**src/pin_mux_defines.svh**
```systemverilog
// Behaviour
// - Eight-bit selector register, five select bits, read-write, resets zero.
// - Pin driven only while direction is output.
// - Code 0 drives low; 1 routes core.
// - Code 2 drives software level bit five.
// - Codes 3-5: both, left, right auto-mute.
// - Code 7 routes serial audio data out.
// - Codes 8, 9: analog mute flags, active low.
// - Code 10 lock flag, 11 pump clock.
// - Codes 14, 15: mute-pin undervoltage flags.
// - Codes 16, 17: PLL, oscillator clocks by four.
// - Codes 18, 19: impedance-sense flags left, right.
// - Code 20: undervoltage protect flag, low active.
// - Codes 23-25: clock changing, missing, halt.
// - Code 26 boot done; 27 pump valid low.
// - Level bit five drives pin two at code 2.
// - Level bit four drives mute pin at 2.
// - Level bit three drives pin zero at 2.
// - Invert bit flips pin two for any source.
`ifndef PIN_MUX_DEFINES_SVH
`define PIN_MUX_DEFINES_SVH

`define OFS_PIN2_SEL 8'h55
`define OFS_LEVELS 8'h56
`define RST_PIN2_SEL 8'h00
`define RST_LEVELS 8'h00
`define SEL_MSB 4
`define LVL_PIN2_BIT 5
`define LVL_MUTE_BIT 4
`define LVL_PIN0_BIT 3
`define DIV_RATIO 4

`define SEL_OFF 5'h00
`define SEL_CORE 5'h01
`define SEL_REG 5'h02
`define SEL_AMUTE_BOTH 5'h03
`define SEL_AMUTE_L 5'h04
`define SEL_AMUTE_R 5'h05
`define SEL_CLK_INVALID 5'h06
`define SEL_SER_OUT 5'h07
`define SEL_ANA_MUTE_L 5'h08
`define SEL_ANA_MUTE_R 5'h09
`define SEL_PLL_LOCK 5'h0a
`define SEL_PUMP_CLK 5'h0b
`define SEL_UV_HIGH 5'h0e
`define SEL_UV_LOW 5'h0f
`define SEL_PLL_DIV 5'h10
`define SEL_OSC_DIV 5'h11
`define SEL_IMP_L 5'h12
`define SEL_IMP_R 5'h13
`define SEL_UV_PROTECT 5'h14
`define SEL_OFFSET_CAL 5'h15
`define SEL_CLK_CHANGE 5'h17
`define SEL_CLK_MISSING 5'h18
`define SEL_CLK_HALT 5'h19
`define SEL_BOOT_DONE 5'h1a
`define SEL_PUMP_VALID 5'h1b

`endif

```
**src/pin_mux_pkg.sv**
```systemverilog
package pin_mux_pkg;

  typedef struct packed {
    logic wr;
    logic rd;
    logic [7:0] addr;
    logic [7:0] wdata;
  } reg_req_s;

  typedef struct packed {
    logic core_pin2;
    logic amute_left;
    logic amute_right;
    logic clk_invalid;
    logic serial_audio_out;
    logic ana_mute_left_n;
    logic ana_mute_right_n;
    logic pll_lock;
    logic pump_clk;
    logic uv_mute_high;
    logic uv_mute_low;
    logic pll_clk;
    logic osc_clk;
    logic imp_left;
    logic imp_right;
    logic undervoltage_protect_n;
    logic offset_cal;
    logic clk_changing;
    logic clk_missing;
    logic clk_halt;
    logic boot_done;
    logic pump_valid_n;
  } src_flags_s;

endpackage

```
**src/edge_div.sv**
```systemverilog
`timescale 1ns/10ps
`default_nettype none
module edge_div
#(
  parameter int RATIO = 4
)
(
  input wire logic clk,
  input wire logic rst_n,
  input wire logic src,
  output logic div_out
);
  localparam int HALF = RATIO / 2;
  localparam int CW = (HALF > 1) ? $clog2(HALF) : 1;

  if (RATIO < 2 || (RATIO % 2) != 0)
  begin : g_bad_ratio
    $error("Divide ratio must be even and at least two.");
  end

  logic src_prev_r;
  logic [CW-1:0] cnt_r;
  logic div_r;
  wire rise = src & ~src_prev_r;
  wire wrap = (cnt_r == CW'(HALF - 1));

  // Sampled clock: its edges are counted, so it must stay at or below half rate.
  always_ff @(posedge clk)
  begin
    if (!rst_n)
    begin
      src_prev_r <= 1'b0;
      cnt_r <= '0;
      div_r <= 1'b0;
    end
    else
    begin
      src_prev_r <= src;
      if (rise)
      begin
        cnt_r <= wrap ? '0 : cnt_r + CW'(1);
        if (wrap)
          div_r <= ~div_r;
      end
    end
  end

  assign div_out = div_r;
endmodule
`default_nettype wire

```
**src/gpio_output_source_mux.sv**
```systemverilog
`timescale 1ns/10ps
`default_nettype none
`include "pin_mux_defines.svh"
module gpio_output_source_mux
  import pin_mux_pkg::*;
#(
  parameter int DIV_RATIO = `DIV_RATIO
)
(
  input wire logic REF_CLK,
  input wire logic RESET_N,
  input wire reg_req_s REG_REQ,
  output logic [7:0] REG_RDATA,
  input wire src_flags_s SRC_FLAGS,
  input wire logic PIN_TWO_DIR_OUT,
  input wire logic PIN_TWO_INVERT,
  input wire logic [4:0] MUTE_PIN_SEL,
  input wire logic [4:0] PIN_ZERO_SEL,
  output logic PIN_TWO_OUT,
  output logic PIN_TWO_OE,
  output logic MUTE_PIN_REG_OUT,
  output logic PIN_ZERO_REG_OUT
);

  logic [7:0] sel_reg_r;
  logic [7:0] lvl_r;
  logic [7:0] rdata_r;
  logic out_r;
  logic oe_r;
  logic mute_r;
  logic pin0_r;
  logic pll_div;
  logic osc_div;
  logic [31:0] src_vec;

  // Register decode.
  wire wr_sel = REG_REQ.wr && (REG_REQ.addr == `OFS_PIN2_SEL);
  wire wr_lvl = REG_REQ.wr && (REG_REQ.addr == `OFS_LEVELS);
  wire rd_sel = REG_REQ.rd && (REG_REQ.addr == `OFS_PIN2_SEL);
  wire rd_lvl = REG_REQ.rd && (REG_REQ.addr == `OFS_LEVELS);
  // Unmapped addresses read as zero.
  wire [7:0] rd_mux = rd_sel ? sel_reg_r :
                      rd_lvl ? lvl_r : 8'h00;

  // Reserved bits are stored for readback but never reach a pin.
  wire [4:0] sel_r = sel_reg_r[`SEL_MSB:0];

  edge_div #(
    .RATIO(DIV_RATIO)
  ) u_pll_div (
    .clk(REF_CLK),
    .rst_n(RESET_N),
    .src(SRC_FLAGS.pll_clk),
    .div_out(pll_div)
  );

  edge_div #(
    .RATIO(DIV_RATIO)
  ) u_osc_div (
    .clk(REF_CLK),
    .rst_n(RESET_N),
    .src(SRC_FLAGS.osc_clk),
    .div_out(osc_div)
  );

  // One entry per selector code; unlisted codes stay zero.
  always_comb
  begin
    src_vec = 32'h0000_0000;
    src_vec[`SEL_OFF] = 1'b0;
    src_vec[`SEL_CORE] = SRC_FLAGS.core_pin2;
    src_vec[`SEL_REG] = lvl_r[`LVL_PIN2_BIT];
    src_vec[`SEL_AMUTE_BOTH] =
      SRC_FLAGS.amute_left & SRC_FLAGS.amute_right;
    src_vec[`SEL_AMUTE_L] = SRC_FLAGS.amute_left;
    src_vec[`SEL_AMUTE_R] = SRC_FLAGS.amute_right;
    src_vec[`SEL_CLK_INVALID] = SRC_FLAGS.clk_invalid;
    src_vec[`SEL_SER_OUT] = SRC_FLAGS.serial_audio_out;
    src_vec[`SEL_ANA_MUTE_L] = SRC_FLAGS.ana_mute_left_n;
    src_vec[`SEL_ANA_MUTE_R] = SRC_FLAGS.ana_mute_right_n;
    src_vec[`SEL_PLL_LOCK] = SRC_FLAGS.pll_lock;
    src_vec[`SEL_PUMP_CLK] = SRC_FLAGS.pump_clk;
    src_vec[`SEL_UV_HIGH] = SRC_FLAGS.uv_mute_high;
    src_vec[`SEL_UV_LOW] = SRC_FLAGS.uv_mute_low;
    src_vec[`SEL_PLL_DIV] = pll_div;
    src_vec[`SEL_OSC_DIV] = osc_div;
    src_vec[`SEL_IMP_L] = SRC_FLAGS.imp_left;
    src_vec[`SEL_IMP_R] = SRC_FLAGS.imp_right;
    src_vec[`SEL_UV_PROTECT] =
      SRC_FLAGS.undervoltage_protect_n;
    src_vec[`SEL_OFFSET_CAL] = SRC_FLAGS.offset_cal;
    src_vec[`SEL_CLK_CHANGE] = SRC_FLAGS.clk_changing;
    src_vec[`SEL_CLK_MISSING] = SRC_FLAGS.clk_missing;
    src_vec[`SEL_CLK_HALT] = SRC_FLAGS.clk_halt;
    src_vec[`SEL_BOOT_DONE] = SRC_FLAGS.boot_done;
    src_vec[`SEL_PUMP_VALID] = SRC_FLAGS.pump_valid_n;
  end

  wire pin2_nxt = src_vec[sel_r] ^ PIN_TWO_INVERT;
  wire mute_nxt = (MUTE_PIN_SEL == `SEL_REG) &
                  lvl_r[`LVL_MUTE_BIT];
  wire pin0_nxt = (PIN_ZERO_SEL == `SEL_REG) &
                  lvl_r[`LVL_PIN0_BIT];

  always_ff @(posedge REF_CLK)
  begin
    if (!RESET_N)
    begin
      sel_reg_r <= `RST_PIN2_SEL;
      lvl_r <= `RST_LEVELS;
    end
    else
    begin
      if (wr_sel)
        sel_reg_r <= REG_REQ.wdata;
      if (wr_lvl)
        lvl_r <= REG_REQ.wdata;
    end
  end

  always_ff @(posedge REF_CLK)
  begin
    if (!RESET_N)
    begin
      rdata_r <= 8'h00;
      out_r <= 1'b0;
      oe_r <= 1'b0;
      mute_r <= 1'b0;
      pin0_r <= 1'b0;
    end
    else
    begin
      rdata_r <= rd_mux;
      out_r <= pin2_nxt;
      oe_r <= PIN_TWO_DIR_OUT;
      mute_r <= mute_nxt;
      pin0_r <= pin0_nxt;
    end
  end

  assign REG_RDATA = rdata_r;
  assign PIN_TWO_OUT = out_r;
  assign PIN_TWO_OE = oe_r;
  assign MUTE_PIN_REG_OUT = mute_r;
  assign PIN_ZERO_REG_OUT = pin0_r;
endmodule
`default_nettype wire

```
**config.mk**
```make
export PLATFORM = sky130hd
export DESIGN_NAME = gpio_output_source_mux
export DESIGN_NICKNAME = d
export VERILOG_FILES = /design/src/pin_mux_pkg.sv /design/src/edge_div.sv /design/src/gpio_output_source_mux.sv
export VERILOG_INCLUDE_DIRS = /design/src
export SDC_FILE = /design/constraint.sdc
export NUM_CORES = 1
export LEC_CHECK = 0
export BUFFER_PORTS_ARGS = -buffer_cell sky130_fd_sc_hd__buf_2
export CAP_MARGIN = 20
export CORE_MARGIN = 2
export CORE_UTILIZATION = 47
export DETAILED_ROUTE_END_ITERATION = 12
export PLACE_DENSITY = 0.79
export SETUP_SLACK_MARGIN = 0.2
export SLEW_MARGIN = 20
export SYNTH_ARGS = -nofsm -noshare
export SYNTH_HDL_FRONTEND = slang
export SYNTH_SLANG_ARGS = --single-unit
```
**constraint.sdc**
```tcl
create_clock -name REF_CLK -period 1.9 [get_ports REF_CLK]
set_input_delay 0 -clock REF_CLK [delete_from_list [all_inputs] [get_ports REF_CLK]]
set_output_delay 0 -clock REF_CLK [all_outputs]
set_load 0.05 [all_outputs]
```
# Word level (Yosys, flattened, before mapping)
# Cells that the tools add are included.
[totals]
register_bits = 34
latch_bits = 0
ramBits = 0
rom_bits = 0
input_bits = 54
out_inout_bits = 12
word_cells = 42
mem_count = 0
[op_classes]
add_sub_neg = 2
n_mul = 0
div = 0
order_cmp = 1
n_eq_ne = 4
n_shift = 0
mux = 6
bitwise = 10
n_reduce_logical = 6
[ops]
columns = ["operator", "n"]
rows = [
  ["$eq 8x7->1 const B", 2],
  ["$mux 8", 2],
  ["$eq 5x2->1 const B", 2],
  ["$lt 5x6->1 const B", 1],
  ["$and 1x1->1", 5],
  ["$bmux 1 s5", 1],
  ["$logic_and 1x1->1", 4],
  ["$not 1->1", 4],
  ["$reduce_and 2->1", 2],
  ["$mux 1", 3],
  ["$add 1x1->1 const B", 2],
  ["$xor 1x1->1", 1],
]

# Depth between registers and ports, before layout
[logic_depth]
ltp_word = 4
ltp_mapped = 6
mapped_depth_nobuf = 5

# Cells and area by module
# Synthesis repeated with hierarchy kept, for this count alone.
[unflattened]
cells_unflattened = 144
hier_area_um2 = 1555.2
[by_module_without_submodules]
columns = ["module", "n_inst", "cells_each", "area_per_inst_um2", "seq_area_each_um2"]
rows = [
  ["gpio_output_source_mux", 1, 124, 1335.0, 560.5],
  ["edge_div", 2, 10, 110.1, 60.1],
]

# Least setup slack after synthesis
# No wires, ideal clock.
[synth_timing]
path_type = "reg-to-reg"
start = "register sel_reg_r[1]"
end = "register out_r (netlist: PIN_TWO_OUT)"
setup_time_ns = 0.072
t_arrival_ns = 1.467
required_ns = 1.828
slack_ns = 0.361
path_stages_with_launch = 7
path_buffers = 1
synth_period_minus_slack_ns = 1.539
path_cell_list = "dfxtp_1 > buf_2 > mux2_2 > a22oi_1 > o221ai_1 > o211ai_1 > mux2i_1"
[synth_via]
elab_chain_cells = 3
[synth_rtl]
columns = ["item", "line_no", "source"]
rows = [
  ["start: declaration", "gpio_output_source_mux.sv:25", "logic [7:0] sel_reg_r;"],
  ["start signal: assignment", "gpio_output_source_mux.sv:109", "sel_reg_r <= `RST_PIN2_SEL;"],
  ["start signal: assignment", "gpio_output_source_mux.sv:115", "sel_reg_r <= REG_REQ.wdata;"],
  ["$bmux 1 s5", "gpio_output_source_mux.sv:99", "wire pin2_nxt = src_vec[sel_r] ^ PIN_TWO_INVERT;"],
  ["$mux 1 (implied by the code)", "gpio_output_source_mux.sv:99", ""],
  ["$xor 1x1->1", "gpio_output_source_mux.sv:99", ""],
  ["end signal: assignment", "gpio_output_source_mux.sv:134", "out_r <= pin2_nxt;"],
  ["end: declaration", "gpio_output_source_mux.sv:28", "logic out_r;"],
]
# Every way passes these cells. The select of a mux whose other input is x is not followed.
# A chain may end at the register's enable or synchronous reset.

# Worst setup path after layout
# Ends and elaborated chain as after synthesis.

==> flow_summary.json <==
{
  "outcome": "finished, final reports clean",
  "postSynthRegisterBits": 34,
  "crit_path_top_delay_cell": "mux4_2",
  "power_density_nw_per_um2": 600,
  "internal_power_w": 0.000996,
  "antenna_found_initial": 0,
  "synthToLayoutAreaGrowth_pct": 39.8,
  "place_hpwl_um": 2660,
  "period_needed_ns": 1.62,
  "final_core_util": 0.701,
  "core.rowCount": 20,
  "nets": 282,
  "cts_setup_buffers": 0,
  "cp_slowest_stage_delay_ns": 0.51,
  "synthDistinctLibCells": 29,
  "path_buf_inv": 0,
  "cp.required_ns": 2.16,
  "dieArea_um2": 3760,
  "worst_setup_path_start_kind": "flop",
  "cp_data_arrival_time_ns": 1.89,
  "post-place-ws_ns": 0.169,
  "regArea_um2": 686,
  "hold_class": "primary input to flop",
  "drc": 0,
  "finalSetupViolations": 0,
  "core-area_um2": 3080,
  "vdd_drop_max_v": 0.000440,
  "port_buffers": 65,
  "die_y_um": 61.3,
  "p_total_w": 0.00129,
  "cp_top_family": "multiplexers",
  "dr.pass1.iters": 4,
  "worst_pin_slew_ns": 0.447,
  "yosys.area.top_type": "dfxtp_1",
  "clk-insertion-delay-late_ns": 0.33,
  "dr_total_vias": 1373,
  "ff2ff_setup_slack_ns": 0.28,
  "synthesis.area_um2": 1540,
  "drv_cap": 0,
  "yosysSeqAreaShare": 0.441,
  "hold_path_startpoint": "REG_REQ[9]",
  "endpoint_kind": "flop",
  "cts_max_level": 2,
  "hold_viol_final": 0,
  "synth.most_common_cell": "dfxtp_1",
  "yosys_warnings": 0,
  "totalWireLength_um": 3580,
  "r2r_start": "sel_reg_r[1]",
  "clock_sinks": 34,
  "synth_edf_count": 0,
  "ys.flop_type": "dfxtp_1",
  "p_sw_w": 0.000298,
  "drive_above_1_share": 0.380,
  "drtIter0Drc": 78,
  "p_leak_nw": 1.02,
  "multi_input_area_um2": 826,
  "worstSetupStartpoint": "sel_reg_r[1]",
  "num_antenna_cells": 0,
  "netlist_instances": 143,
  "synth_fp_nets": 197,
  "synth_top_area_share": 0.441,
  "cp_cell_sequence": "mux4_2 > mux2i_1 > o221ai_1 > o211ai_1 > mux2i_1",
  "clk_pin_slew_worst_paths_ns": 0.10,
  "place_congestion": 0.796,
  "critPathKind": "flop to flop",
  "via_per_inst": 5.03,
  "cts-buffers-inserted": 5,
  "slew_headroom": 0.702,
  "synth_area_per_cell_um2": 10.8,
  "io_pins": 66,
  "clock_path_buffers": 2,
  "switching_share": 0.230,
  "slew_violations": 0,
  "seqPwrFrac": 0.564,
  "wl_per_cell_um": 13.1,
  "die_w_um": 61.3,
  "pwr-share-comb": 0.117,
  "finClkSkew_ns": 0.00677,
  "netlist_top_cells_count": "dfxtp_1 (34), nor2b_1 (27), mux2i_1 (20)",
  "timing.final.ws_setup_ns": 0.276,
  "synthArstFlopShare": 0,
  "pwr-share-clk": 0.319,
  "period_share": 0.855,
  "max_freq_mhz": 616,
  "grt_use_total": 0.197,
  "grt_pass1_vias": 1311,
  "rsz0062_at_grt": "false",
  "ant_nets": 0,
  "path_common_cell": "mux2i_1",
  "synth_area_leaders": "dfxtp_1 (44%), mux2i_1 (13%), nor2b_1 (11%)",
  "cp_max_fo": 6,
  "cts_root_buffer": "clkbuf_4",
  "initial_core_util": 0.501,
  "grt_pass1_wl_um": 5380,
  "cts_tree": "built",
  "grt_max_degree": 36,
  "setup_tns_ns": 0,
  "overflow": 0,
  "num-fill-cells": 248
}
==> worst reg2reg max path, delay by kind of cell, from the launching register on <==
kind / cells / cell delay [ns]
AO/OA/AOI/OAI: 2 / 0.26
flip-flops: 1 / 0.40
multiplexers: 3 / 0.89
==> through the flow <==
stage          hold WS, ns  area, um2  instances
6_report             0.134       2160        273
3_3_place_gp         0.212       1930        249
2_1_floorplan        0.122       1540        143
5_1_grt              0.146       2160        273
3_5_place_dp         0.225       1930        249
4_1_cts              0.123       2150        273
==> what timing repair did <==
action | in CTS | in global routing
endpoints found under the hold margin | 22 | 0
resized for setup | 1 | 2
hold buffers | 16 | 0
endpoints found under the setup margin | 1 | 1
==> power by group through the flow <==
stage          Sequential, W  Combinational [W]  Clock (W)
2_1_floorplan       0.000755          0.0000525          0
5_1_grt             0.000731           0.000165   0.000450
6_report            0.000730           0.000152   0.000413
3_3_place_gp        0.000748           0.000124          0
3_5_place_dp        0.000748           0.000130          0
4_1_cts             0.000731           0.000153   0.000421
==> worst paths after layout <==
kind / to / cells after the start
max: PIN_TWO_OUT / 5
min: REG_RDATA[0] / 4
max reg2reg: PIN_TWO_OUT / 5
min reg2reg: lvl_r[2] / 2
==> placed cells by master (no fill, tap or decap), drive strengths merged, types with 2 or more instances in the layout <==
cell	count
nor3b	2
dlygate4sd3	16
and2	7
xor2	2
mux2i	20
mux4	3
nor4b	2
buf	70
dfxtp	34
and4b	2
clkbuf	6
xnor2	2
nand2b	2
nand2	6
o211ai	2
a22oi	9
nand4b	3
nor2b	27
==> layer usage <==
layer,global-route usage,share of wire,up-vias
li1,-,-,683
met1,0.218,0.41,637
met2,0.366,0.51,48
met3,0.0399,0.065,5
met4,0.0745,0.010,0
met5,0,0,-
==> cell families (layout without fill, tap and decap cells) <==
family / Yosys count / count (layout) / share of synthesized area
AO/OA/AOI/OAI: 16 / 16 / 0.0795
multiplexers: 24 / 24 / 0.181
buffers and inverters: 9 / 95 / 0.0235
flip-flops: 34 / 34 / 0.441
XOR/XNOR: 4 / 4 / 0.0227
AND/OR/NAND/NOR: 56 / 56 / 0.252
==> layout make-up <==
class,instances,share of cell area
clock buffers,6,0.0238
clock inverters,2,0.00580
inverters,1,0.00174
multi-input cells,100,0.383
flip-flops and latches,34,0.318
well taps,44,0.0255
repair buffers,86,0.242
No activity file was read; power rests on OpenSTA's default activity.
